--- config.mk ---
export PLATFORM = sky130hd
export DESIGN_NAME = audio_port_clock_source_select
export DESIGN_NICKNAME = d
export VERILOG_FILES = /design/src/pkg/clk_sel_pkg.sv /design/src/hw/audio_port_clock_source_select.sv
export SDC_FILE = /design/constraint.sdc
export NUM_CORES = 1
export LEC_CHECK = 0
export BUFFER_PORTS_ARGS = -buffer_cell sky130_fd_sc_hd__buf_4
export CORE_MARGIN = 4
export CORE_UTILIZATION = 30
export DETAILED_ROUTE_END_ITERATION = 8
export HOLD_SLACK_MARGIN = 0.06
export PLACE_DENSITY = 0.53
export SLEW_MARGIN = 20
export SYNTH_ARGS = -nofsm -noshare
export SYNTH_HDL_FRONTEND = slang
export SYNTH_SLANG_ARGS = --single-unit
--- constraint.sdc ---
create_clock -name i_clk -period 2.3 [get_ports i_clk]
set_input_delay 0.46 -clock i_clk [delete_from_list [all_inputs] [get_ports i_clk]]
set_output_delay 0.46 -clock i_clk [all_outputs]
set_load 0.05 [all_outputs]
--- src/pkg/clk_sel_pkg.sv ---
// Constants and carriers for the audio port clock source selection block.
// Assumes one 100 MHz control clock; the clock muxes and loops sit outside.
// Overview of operation
// - Each port works as master or slave
// - Master ports drive bit and frame clocks
// - Master domain from either master clock, maybe looped
// - Master may lock loop to port or link
// - Slave domain must track incoming port clocks
// - Slave usually locks loop to bit clock
// - Rate code 8 upward selects second domain
// - Loop reference: master clocks, port clocks, link
// - Domain frequency must suit frame rate
// - Both master clocks and loops are interchangeable
package clk_sel_pkg;
    // ==========================================================
    // Register port
    localparam int ADDR_W = 4;
    localparam int DATA_W = 16;
    typedef struct packed {
        logic [ADDR_W-1:0] addr;
        logic [DATA_W-1:0] wdata;
        logic              we;
        logic              re;
    } reg_req_s;
    // ==========================================================
    // Register offsets
    localparam logic [ADDR_W-1:0] OFS_PORT_MODE  = 4'h0;
    localparam logic [ADDR_W-1:0] OFS_PORT_RATE  = 4'h1;
    localparam logic [ADDR_W-1:0] OFS_DOMAIN_SRC = 4'h2;
    localparam logic [ADDR_W-1:0] OFS_LOOP_REF   = 4'h3;
    localparam logic [ADDR_W-1:0] OFS_SYNC_MARK  = 4'h4;
    localparam logic [ADDR_W-1:0] OFS_FREQ       = 4'h5;
    localparam logic [ADDR_W-1:0] OFS_STATUS     = 4'h6;
    localparam logic [ADDR_W-1:0] OFS_IRQ_STS    = 4'h7;
    localparam logic [ADDR_W-1:0] OFS_IRQ_MASK   = 4'h8;
    // ==========================================================
    // Field positions
    localparam int MODE_EN_LSB         = 4;
    localparam int SECOND_SRC_LSB      = 4;
    localparam int LOOP2_REF_LSB       = 4;
    localparam int MARK_MASTER_TWO_LSB = 4;
    localparam int MARK_LINK_LSB       = 8;
    localparam int SECOND_FRQ_LSB      = 4;
    localparam int RATIO_ERR_LSB       = 4;
    // ==========================================================
    // Reset values
    localparam logic [DATA_W-1:0] RST_PORT_MODE  = 16'h0000;
    localparam logic [DATA_W-1:0] RST_PORT_RATE  = 16'h0000;
    localparam logic [DATA_W-1:0] RST_DOMAIN_SRC = 16'h0000;
    localparam logic [DATA_W-1:0] RST_LOOP_REF   = 16'h0000;
    localparam logic [DATA_W-1:0] RST_SYNC_MARK  = 16'h0000;
    localparam logic [DATA_W-1:0] RST_FREQ       = 16'h0011;
    localparam logic [DATA_W-1:0] RST_IRQ_MASK   = 16'h0000;
    // ==========================================================
    // Source and reference encodings, rate threshold and frequency limits
    localparam logic [3:0] SRC_MASTER_ONE = 4'h0;
    localparam logic [3:0] SRC_MASTER_TWO = 4'h1;
    localparam logic [3:0] SRC_LOOP1      = 4'h4;
    localparam logic [3:0] SRC_LOOP2      = 4'h5;
    localparam logic [3:0] REF_MASTER_ONE = 4'h0;
    localparam logic [3:0] REF_MASTER_TWO = 4'h1;
    localparam logic [3:0] REF_BCLK0      = 4'h8;
    localparam logic [3:0] REF_FCLK0      = 4'hc;
    localparam logic [3:0] REF_LINK       = 4'hf;
    localparam logic [3:0] RATE_SECOND    = 4'h8;
    localparam logic [2:0] FREQ_MIN       = 3'h1;
    localparam logic [2:0] FREQ_MAX       = 3'h6;
endpackage : clk_sel_pkg

--- src/hw/audio_port_clock_source_select.sv ---
// Register-programmed clock source selection and checking for three audio
// ports. Assumes the analogue muxes and loops follow the select outputs and
// that software sets the sync marks only for externally synchronised clocks.
module audio_port_clock_source_select
    import clk_sel_pkg::*;
#(
    parameter int PORTS = 3
)(
    input  wire logic                      i_clk,
    input  wire logic                      i_reset,
    input  wire logic                      i_ce,
    input  wire clk_sel_pkg::reg_req_s     i_req,
    output logic [clk_sel_pkg::DATA_W-1:0] o_rdata,
    output logic [3:0]                     o_main_domain_source_sel,
    output logic [3:0]                     o_second_domain_source_sel,
    output logic [3:0]                     o_loop_one_reference_sel,
    output logic [3:0]                     o_loop_two_reference_sel,
    output logic [PORTS-1:0]               o_port_drive,
    output logic [PORTS-1:0]               o_port_domain,
    output logic [PORTS-1:0]               o_cfg_err,
    output logic                           o_irq
);
    import clk_sel_pkg::*;

    initial
    begin
        if (PORTS < 1 || PORTS > 3)
            $error("PORTS must be 1 to 3");
    end

    // ==========================================================
    // Helper functions
    // Reference codes that name a real clock
    function automatic logic ref_valid(input logic [3:0] r);
        return r == REF_MASTER_ONE || r == REF_MASTER_TWO || r == REF_LINK
            || (r >= REF_BCLK0 && r <= REF_BCLK0 + 4'h2)
            || (r >= REF_FCLK0 && r <= REF_FCLK0 + 4'h2);
    endfunction : ref_valid

    // Is a loop reference acceptable for port p
    function automatic logic ref_ok(input logic m, input logic [3:0] r,
                                    input logic [15:0] mk, input logic [1:0] p);
        logic own;
        own = r == REF_BCLK0 + {2'b00, p} || r == REF_FCLK0 + {2'b00, p};
        // Master cannot lock to clocks it drives itself
        if (m)
            return ref_valid(r) && !own;
        case (r)
            REF_MASTER_ONE: return mk[p];
            REF_MASTER_TWO: return mk[MARK_MASTER_TWO_LSB + p];
            REF_LINK:       return mk[MARK_LINK_LSB + p];
            default:        return own;
        endcase
    endfunction : ref_ok

    // Is a domain source acceptable for port p
    function automatic logic src_ok(input logic m, input logic [3:0] s,
                                    input logic [3:0] r1, input logic [3:0] r2,
                                    input logic [15:0] mk, input logic [1:0] p);
        // Both master clocks and both loops treated alike
        case (s)
            SRC_MASTER_ONE: return m || mk[p];
            SRC_MASTER_TWO: return m || mk[MARK_MASTER_TWO_LSB + p];
            SRC_LOOP1:      return ref_ok(m, r1, mk, p);
            SRC_LOOP2:      return ref_ok(m, r2, mk, p);
            default:        return 1'b0;
        endcase
    endfunction : src_ok

    // ==========================================================
    // Registers
    logic [DATA_W-1:0] mode_q;
    logic [DATA_W-1:0] rate_q;
    logic [DATA_W-1:0] dsrc_q;
    logic [DATA_W-1:0] lref_q;
    logic [DATA_W-1:0] mark_q;
    logic [DATA_W-1:0] freq_q;
    logic [DATA_W-1:0] irq_sts_q;
    logic [DATA_W-1:0] irq_sts_d;
    logic [DATA_W-1:0] irq_mask_q;
    logic [DATA_W-1:0] rdata_q;
    logic [PORTS-1:0]  err_d;
    logic [PORTS-1:0]  err_q;
    logic [PORTS-1:0]  ratio_d;
    logic [PORTS-1:0]  ratio_q;
    logic [PORTS-1:0]  dom_d;
    logic [PORTS-1:0]  drive_q;
    logic [PORTS-1:0]  dom_q;
    logic              irq_q;
    logic              wr;
    logic              rd;

    assign wr = i_ce && i_req.we;
    assign rd = i_ce && i_req.re;

    // Software writable configuration
    always_ff @(posedge i_clk)
    begin
        if (i_reset)
        begin
            mode_q     <= RST_PORT_MODE;
            rate_q     <= RST_PORT_RATE;
            dsrc_q     <= RST_DOMAIN_SRC;
            lref_q     <= RST_LOOP_REF;
            mark_q     <= RST_SYNC_MARK;
            freq_q     <= RST_FREQ;
            irq_mask_q <= RST_IRQ_MASK;
        end
        else if (wr)
        begin
            case (i_req.addr)
                OFS_PORT_MODE:  mode_q     <= i_req.wdata;
                OFS_PORT_RATE:  rate_q     <= i_req.wdata;
                OFS_DOMAIN_SRC: dsrc_q     <= i_req.wdata;
                OFS_LOOP_REF:   lref_q     <= i_req.wdata;
                OFS_SYNC_MARK:  mark_q     <= i_req.wdata;
                OFS_FREQ:       freq_q     <= i_req.wdata;
                OFS_IRQ_MASK:   irq_mask_q <= i_req.wdata;
                default:        ;
            endcase
        end
    end

    // ==========================================================
    // Per-port checking
    // Domain choice, source check and ratio check for each port
    always_comb
    begin
        logic [3:0] s;
        logic [2:0] f;
        s = 4'h0;
        f = 3'h0;
        for (int p = 0; p < PORTS; p++)
        begin
            dom_d[p] = rate_q[4*p+3 -: 4] >= RATE_SECOND;
            s = dom_d[p] ? dsrc_q[SECOND_SRC_LSB +: 4] : dsrc_q[3:0];
            f = dom_d[p] ? freq_q[SECOND_FRQ_LSB +: 3] : freq_q[2:0];
            // Unsynchronised slave source is flagged, master is checked too
            err_d[p] = mode_q[MODE_EN_LSB + p]
                && !src_ok(mode_q[p], s, lref_q[3:0],
                           lref_q[LOOP2_REF_LSB +: 4], mark_q, 2'(p));
            ratio_d[p] = mode_q[MODE_EN_LSB + p]
                && (f < FREQ_MIN || f > FREQ_MAX);
        end
    end

    // Port drive and status flops
    always_ff @(posedge i_clk)
    begin
        if (i_reset)
        begin
            drive_q <= '0;
            dom_q   <= '0;
            err_q   <= '0;
            ratio_q <= '0;
        end
        else if (i_ce)
        begin
            // Enabled master ports drive their bit and frame clocks
            drive_q <= mode_q[PORTS-1:0] & mode_q[MODE_EN_LSB +: PORTS];
            dom_q   <= dom_d;
            err_q   <= err_d;
            ratio_q <= ratio_d;
        end
    end

    // ==========================================================
    // Interrupts
    // New errors set sticky bits; a read clears, but a same-cycle event wins
    always_comb
    begin
        irq_sts_d = irq_sts_q;
        if (rd && i_req.addr == OFS_IRQ_STS)
            irq_sts_d = '0;
        irq_sts_d[PORTS-1:0] = irq_sts_d[PORTS-1:0] | (err_d & ~err_q);
        irq_sts_d[RATIO_ERR_LSB +: PORTS] = irq_sts_d[RATIO_ERR_LSB +: PORTS]
            | (ratio_d & ~ratio_q);
    end

    // Sticky status and level output; output lags status by one cycle
    always_ff @(posedge i_clk)
    begin
        if (i_reset)
        begin
            irq_sts_q <= '0;
            irq_q     <= 1'b0;
        end
        else if (i_ce)
        begin
            irq_sts_q <= irq_sts_d;
            irq_q     <= |(irq_sts_q & irq_mask_q);
        end
    end

    // ==========================================================
    // Read port
    // Data stand one cycle after the strobe, zero after other enabled cycles; held while enable is low
    always_ff @(posedge i_clk)
    begin
        if (i_reset)
            rdata_q <= '0;
        else if (i_ce)
        begin
            rdata_q <= '0;
            if (rd)
            begin
                case (i_req.addr)
                    OFS_PORT_MODE:  rdata_q <= mode_q;
                    OFS_PORT_RATE:  rdata_q <= rate_q;
                    OFS_DOMAIN_SRC: rdata_q <= dsrc_q;
                    OFS_LOOP_REF:   rdata_q <= lref_q;
                    OFS_SYNC_MARK:  rdata_q <= mark_q;
                    OFS_FREQ:       rdata_q <= freq_q;
                    OFS_STATUS:     rdata_q <= 16'({ratio_q, 1'b0, err_q});
                    OFS_IRQ_STS:    rdata_q <= irq_sts_q;
                    OFS_IRQ_MASK:   rdata_q <= irq_mask_q;
                    default:        rdata_q <= '0;
                endcase
            end
        end
    end

    assign o_rdata                    = rdata_q;
    assign o_main_domain_source_sel   = dsrc_q[3:0];
    assign o_second_domain_source_sel = dsrc_q[SECOND_SRC_LSB +: 4];
    assign o_loop_one_reference_sel   = lref_q[3:0];
    assign o_loop_two_reference_sel   = lref_q[LOOP2_REF_LSB +: 4];
    assign o_port_drive               = drive_q;
    assign o_port_domain              = dom_q;
    assign o_cfg_err                  = err_q;
    assign o_irq                      = irq_q;

    // ==========================================================
    // Checks
    chk_master_drive_write: assert property (
        @(posedge i_clk) disable iff (i_reset)
        (wr && i_req.addr == OFS_PORT_MODE) ##1 i_ce
        |=> o_port_drive[0] == ($past(i_req.wdata[0], 2)
                                && $past(i_req.wdata[MODE_EN_LSB], 2)))
        else $error("master drive does not follow mode write");

    chk_rate_domain: assert property (
        @(posedge i_clk) disable iff (i_reset)
        (i_ce && rate_q[3:0] >= RATE_SECOND) |=> o_port_domain[0])
        else $error("high rate code did not select second domain");

    chk_slave_unsynced: assert property (
        @(posedge i_clk) disable iff (i_reset)
        (i_ce && mode_q[MODE_EN_LSB] && !mode_q[0] && rate_q[3:0] < RATE_SECOND
         && dsrc_q[3:0] == SRC_MASTER_ONE && !mark_q[0]) |=> o_cfg_err[0])
        else $error("unsynchronised slave source not flagged");

    chk_slave_bclk_ok: assert property (
        @(posedge i_clk) disable iff (i_reset)
        (i_ce && mode_q[MODE_EN_LSB] && !mode_q[0] && rate_q[3:0] < RATE_SECOND
         && dsrc_q[3:0] == SRC_LOOP2 && lref_q[7:4] == REF_BCLK0) |=> !o_cfg_err[0])
        else $error("bit clock loop reference flagged");

    chk_master_mclk_ok: assert property (
        @(posedge i_clk) disable iff (i_reset)
        (i_ce && mode_q[MODE_EN_LSB] && mode_q[0] && rate_q[3:0] < RATE_SECOND
         && dsrc_q[3:0] == SRC_MASTER_TWO) |=> !o_cfg_err[0])
        else $error("master clock source flagged for master port");

    chk_ratio_bad: assert property (
        @(posedge i_clk) disable iff (i_reset)
        (i_ce && mode_q[MODE_EN_LSB] && rate_q[3:0] < RATE_SECOND
         && freq_q[2:0] == 3'h0 && !ratio_q[0]) |=> irq_sts_q[RATIO_ERR_LSB])
        else $error("ratio error not recorded");

    chk_read_clears: assert property (
        @(posedge i_clk) disable iff (i_reset)
        (rd && i_req.addr == OFS_IRQ_STS && err_d == err_q && ratio_d == ratio_q)
        |=> o_rdata == $past(irq_sts_q) && irq_sts_q == '0)
        else $error("status read did not return and clear");

    chk_set_wins: assert property (
        @(posedge i_clk) disable iff (i_reset)
        (rd && i_req.addr == OFS_IRQ_STS && err_d[0] && !err_q[0])
        |=> irq_sts_q[0])
        else $error("event lost during status clear");

    chk_irq_level: assert property (
        @(posedge i_clk) disable iff (i_reset)
        (i_ce && |(irq_sts_q & irq_mask_q)) |=> o_irq)
        else $error("interrupt not raised for unmasked status");

    // No unmasked status means a quiet interrupt line
    chk_irq_quiet: assert property (
        @(posedge i_clk) disable iff (i_reset)
        (i_ce && !(|(irq_sts_q & irq_mask_q))) |=> !o_irq)
        else $error("interrupt raised with nothing unmasked");

    // Read data rest at zero after an enabled cycle without a read
    chk_rdata_idle: assert property (
        @(posedge i_clk) disable iff (i_reset)
        (i_ce && !rd) |=> o_rdata == '0)
        else $error("read data shown without a read");

    // Clock enable low freezes configuration, status and outputs
    chk_ce_freeze: assert property (
        @(posedge i_clk) disable iff (i_reset)
        !i_ce |=> $stable(mode_q) && $stable(irq_sts_q) && $stable(o_port_drive))
        else $error("state moved while clock enable was low");

    // A port with its enable low never drives and never reports
    chk_disabled_quiet: assert property (
        @(posedge i_clk) disable iff (i_reset)
        (i_ce && !mode_q[MODE_EN_LSB]) |=> !o_port_drive[0] && !o_cfg_err[0])
        else $error("disabled port drives or reports an error");

    // An enabled master always owns its bit and frame clocks
    chk_master_drives: assert property (
        @(posedge i_clk) disable iff (i_reset)
        (i_ce && mode_q[0] && mode_q[MODE_EN_LSB]) |=> o_port_drive[0])
        else $error("enabled master port not driving its clocks");

    // Low rate codes keep the port on the main domain
    chk_rate_main: assert property (
        @(posedge i_clk) disable iff (i_reset)
        (i_ce && rate_q[3:0] < RATE_SECOND) |=> !o_port_domain[0])
        else $error("low rate code did not select main domain");

    // A master locking a loop to its own bit clock would chase itself
    chk_master_own_ref: assert property (
        @(posedge i_clk) disable iff (i_reset)
        (i_ce && mode_q[MODE_EN_LSB + 1] && mode_q[1] && rate_q[7:4] < RATE_SECOND
         && dsrc_q[3:0] == SRC_LOOP1 && lref_q[3:0] == REF_BCLK0 + 4'h1) |=> o_cfg_err[1])
        else $error("master loop locked to own bit clock not flagged");

    // Link reference for a slave is fine once marked as synchronised
    chk_slave_link_ok: assert property (
        @(posedge i_clk) disable iff (i_reset)
        (i_ce && mode_q[MODE_EN_LSB] && !mode_q[0] && rate_q[3:0] < RATE_SECOND
         && dsrc_q[3:0] == SRC_LOOP2 && lref_q[7:4] == REF_LINK && mark_q[MARK_LINK_LSB])
        |=> !o_cfg_err[0])
        else $error("marked link reference flagged for slave port");
endmodule : audio_port_clock_source_select

; ---- Word-level counts from Yosys, hierarchy flattened
; Cells that the tools add are included.
[totals]
input_bits = 25
ram_bits = 0
output_inout_bits = 42
latchBits = 0
mem_bits_ro = 0
regBits = 147
word_cells = 176
memories = 0
[classes]
addsub = 0
n_mul = 0
n_shift = 0
n_reduce_logical = 65
n_mux = 39
div = 0
bitwise_logic = 8
n_eq_ne = 33
n_lt_le_gt_ge = 17
[op_table]
columns = cell, n
row1 = $pmux 16 s9, 1
row2 = $eq 4x4->1 const B, 15
row3 = $eq 4x3->1 const B, 10
row4 = $ge 4x4->1 const B, 7
row5 = $eq 4x1->1 const B, 6
row6 = $logic_not 4->1, 6
row7 = $logic_or 1x1->1, 23
row8 = $mux 1, 21
row9 = $logic_and 1x1->1, 19
row10 = $pmux 1 s3, 6
row11 = $and 7x16->16, 1
row12 = $le 4x4->1 const B, 4
row13 = $mux 16, 1
row14 = $reduce_or 16->1, 1
row15 = $reduce_and 2->1, 7
row16 = $mux 4, 3
row17 = $pmux 1 s4, 3
row18 = $and 3x3->3, 3
row19 = $gt 3x3->1 const B, 3
row20 = $logic_not 1->1, 9
row21 = $lt 3x1->1 const B, 3
row22 = $mux 3, 3
row23 = $eq 4x2->1 const B, 2
row24 = $mux 7, 1
row25 = other kinds (2), 4

; ---- Depth between registers and ports, before layout
[logic_depth]
ltp_word = 13
depth_mapped = 8
mapped_depth_nobuf = 5

; ---- Worst setup path after synthesis
; No wires, ideal clock.
[synth_path]
path_type = input-to-reg
start = in i_req[21] in the netlist's numbering
end = reg lref_q[13]
path_slack_ns = 0.590
t_required_ns = 2.172
arrival_ns = 1.583
setup_ns = 0.128
path_buffers = 3
stages = 8
cell_sequence = buf_2 -> nand3b_4 -> nor2_4 -> and2_1 -> buf_4 -> buf_6 -> mux2i_1 -> nor2_1
[synth_via]
elab_chain_cells = 2
[synth_lines]
columns = item, line_no
row1 = start: declaration, audio_port_clock_source_select.sv:12  ; input wire clk_sel_pkg::reg_req_s i_req,
row2 = $eq 4x2->1, audio_port_clock_source_select.sv:111  ; case (i_req.addr)
row3 = $reduce_and 2->1 (no source line), -
row4 = end signal: assignment, audio_port_clock_source_select.sv:115  ; OFS_LOOP_REF: lref_q <= i_req.wdata;
row5 = end: declaration, audio_port_clock_source_select.sv:75  ; logic [DATA_W-1:0] lref_q;
; No other way between the ends.
; A chain may end at the register's enable or synchronous reset.

; ---- Worst setup path in the final report
[layout_path]
start = reg rate_q[11]
end = reg err_q[2] (netlist: o_cfg_err[2])
[layout_via]
elab_chain_cells = 6
elab_cells_between_ends = 9
cone_classes = order compare: 1 / eq/ne: 3 / mux: 2 / reduce/logical: 3
[layout_lines]
columns = item, line_no
row1 = start: declaration, audio_port_clock_source_select.sv:73  ; logic [DATA_W-1:0] rate_q;
row2 = start signal: assignment, audio_port_clock_source_select.sv:113  ; OFS_PORT_RATE: rate_q <= i_req.wdata;
row3 = $ge 4x4->1 *, audio_port_clock_source_select.sv:135  ; dom_d[p] = rate_q[4*p+3 -: 4] >= RATE_SECOND;
row4 = $mux 4 *, audio_port_clock_source_select.sv:136  ; s = dom_d[p] ? dsrc_q[SECOND_SRC_LSB +: 4] : dsrc_q[3:0];
row5 = "$eq 4x3->1, or another cell as far along", audio_port_clock_source_select.sv:61  ; case (s)
row6 = $pmux 1 s4 *, audio_port_clock_source_select.sv:61
row7 = $logic_not 1->1 *, audio_port_clock_source_select.sv:140  ; && !src_ok(mode_q[p], s, lref_q[3:0],
row8 = $logic_and 1x1->1 *, audio_port_clock_source_select.sv:140
row9 = end signal: assignment, audio_port_clock_source_select.sv:162  ; err_q <= err_d;
row10 = end: declaration, audio_port_clock_source_select.sv:83  ; logic [PORTS-1:0] err_q;
; Mark *: on every way between the ends. The rest lies on a longest branch, timed or not.

==> out/qor.txt <==
share of layout cells above drive strength 1: 18.5%
Fmax: 0.508 GHz
Worst-path clk slew: 0.06 ns
Vias/cell: 5.34
max_slew headroom: 52.2%
drt initial violations: 626
CP Class: reg2reg
unrepaired setup endpoints after global routing: false
Hold Path Class: in2reg
Longest Clk Path Bufs: 2
worst slack, placed: 0.110 ns
Tot GR Track Use: 18.8%
reg-to-reg endpoint: o_cfg_err[2]$_SDFFE_PP0P_
Worst-Skew Late Latency: 0.44 ns
Slew @ Worst Pin: 0.716 ns
Crit. End Element: flip-flop
switch share: 25.2%
critical path cell sequence: mux2_4, a21o_1, o221ai_1, o211ai_1, o211a_1
FF+latch area: 2940 µm²
TritonCTS clock tree: yes
first-pass GRT wire length: 38.1 mm
Setup Buffers After CTS: 0
crit start category: flip-flop
most common cell after layout, fill and taps aside: nand2_1
Antenna diodes: 0
Clock Sinks: 147
post-route clock period utilization: 85.6%
Clk pwr share: 48.1%
Yosys cell types: 61
RePlAce Congestion: 0.903
Final Hold Viols: 0
Total Routed Length: 25.1 mm
Detailed Routing Iterations Pass 1: 6
leakage power: 2.96 nW
syn avg cell area: 8.22 µm²
Max Cap Violations: 0
dpl cells: 1219
core area: 23500 µm²
Net Count, Synth: 897
grt ovf: 0
H-tree depth: 4
die area: 26400 µm²
die height: 163 µm
post-synth design cell area: 7170 µm²
Root Driver: clkbuf_16
Critical Path RT: 2.63 ns
Site Rows: 56
Post-CTS Hold Fix Bufs: 0
top_reg_cell synth: dfxtp_1
DIE WIDTH: 163 µm
fin nets: 944
Reg2Reg Launch Point: rate_q[11]$_SDFFE_PP0P_
multi-input logic area: 3710 µm²
Layout Cells excl Fill: 1250
combinational share of power: 7.1%
crit-path max cell delay: 0.67 ns
Layout Area Growth over Synthesis: 19.0%
Crit-path slowest cell: dfxtp_1
PortBufs: 66
Worst Min Path Start: i_req[14]
vias in the first global route: 6140
sequential fraction of the synthesis area: 41.1%
placed wire-length estimate: 17.9 mm
Hold Path Sink: irq_mask_q[12]$_SDFFE_PP0P_
clk_skew: 0.00758 ns
TNS Setup: 0 ns
largest net degree at the start of global routing: 133
post-layout min period: 1.97 ns
Seq pwr share: 44.8%
hold depth: 3
design area: 8530 µm²
Yosys reg bits: 147
slack of the critical path: 0.332 ns
Slew Limit Fails: 0
Initial Utilization: 30.5%
total number of yosys warnings: 0
most frequent cells in the layout: 174 x nand2_1, 147 x dfxtp_1, 117 x a21oi_1
final core occ: 36.3%
antenna violations before repair: 0
Num CTS Buffers: 17
DRC violations left: 0
crit-path max FO: 9
Pwr Total: 5.77 mW
status: finished, final reports clean
FF-to-FF path depth: 5
Fill cells: 2432
Peak VDD IR: 0.000481 V
CTS resizes: 0
flop2flop setup slack: 0.33 ns
synthesized instance count: 872
vias: 6676
WP data arrival: 2.30 ns
placed inst area: 7940 µm²
Final setup viols: 0
DRT antenna net count: 0
# IOs: 67
Wirelength per Cell: 20.1 µm
Psw: 1.45 mW
number of enable flip-flop cells after synthesis: 0
Async S/R FF share, synth: 0%
P_int: 4.31 mW
final hold slack: 0.324 ns
Power Density: 676 nW/µm²
-- sequential cells by signal, indices dropped and copies added, names as in the netlist --
| register | flops |
|---|---|
| dsrc_q | 16 |
| freq_q | 16 |
| irq_mask_q | 16 |
| irq_sts_q | 6 |
| lref_q | 16 |
| mark_q | 16 |
| mode_q | 16 |
| o_cfg_err | 3 |
| o_irq | 1 |
| o_port_domain | 3 |
| o_port_drive | 3 |
| o_rdata | 16 |
| rate_q | 16 |
| ratio_q | 3 |
-- power groups by stage --
stage / clock network (mW) / logic (mW) / registers [mW]
2_1_floorplan: 0 / 0.232 / 2.64
3_3_place_gp: 0 / 0.405 / 2.64
3_5_place_dp: 0 / 0.406 / 2.64
4_1_cts: 2.82 / 0.406 / 2.58
5_1_grt: 2.92 / 0.438 / 2.58
6_report: 2.77 / 0.411 / 2.58
-- final cells by class --
| class | count | area share [%] |
|---|---|---|
| Multi-Input combinational cell | 638 | 43.5 |
| Sequential cell | 147 | 34.5 |
| Clock inverter | 8 | 1.09 |
| Timing Repair Buffer | 113 | 10.4 |
| Inverter | 2 | 0.0880 |
| Clock buffer | 23 | 5.72 |
| Tap cell | 319 | 4.68 |
-- worst max-delay path by stage --
stage / slack, ns / end / startpoint
global route: 0.25 / o_cfg_err[2]$_SDFFE_PP0P_ / rate_q[11]$_SDFFE_PP0P_
floorplan: 0.59 / lref_q[13]$_SDFFE_PP0P_ / i_req[21]
finish: 0.33 / o_cfg_err[2]$_SDFFE_PP0P_ / rate_q[11]$_SDFFE_PP0P_
detailed placement: 0.11 / o_rdata[5]$_SDFFE_PP0P_ / i_req[18]
global placement: 0.16 / o_rdata[5]$_SDFFE_PP0P_ / i_req[18]
CTS: 0.36 / o_cfg_err[2]$_SDFFE_PP0P_ / rate_q[11]$_SDFFE_PP0P_
-- Yosys cell counts, types with 7 or more instances --
cell type  instances  area [µm²]
mux2i_1           38         380
a211oi_1          14         105
nor2b_1           14        87.6
nand2_1          174         653
a21oi_1          117         586
buf_2             27         135
nor2_1            37         139
nand3_1           64         320
dfxtp_1          147        2940
clkbuf_1          21        78.8
buf_4             25         188
buf_6              8        90.1
mux2_2            16         180
nor3_1            10        50.1
a221oi_1          14         123
o21ai_1            7        35.0
o21ai_0           14        70.1
nand2b_1          15        93.8
a22oi_1           21         158
-- critical path: cells and delay by family, from the launching register on --
| kind | cells | cell delay [ns] |
|---|---|---|
| compound gates | 4 | 0.81 |
| flops | 1 | 0.67 |
| mux | 1 | 0.38 |
-- per-layer routing --
layer,share of wire (%),GRT usage (%),wire length [µm]
met1,45,25.9,11300
met2,48,30.1,11900
met4,1.6,5.83,410
met5,0,0,0
met3,5.7,3.64,1440
-- kinds of logic (layout without fill, tap and decap cells) --
group	Yosys count	after routing	share of synthesized area [%]
muxes	57	57	8.66
AOI/OAI and AO/OA	237	237	20.9
DFF	147	147	41.1
buffers and inverters	87	146	7.19
and+or+nand+nor	344	344	22.2
Note: power is estimated with default switching activity, not from simulation.
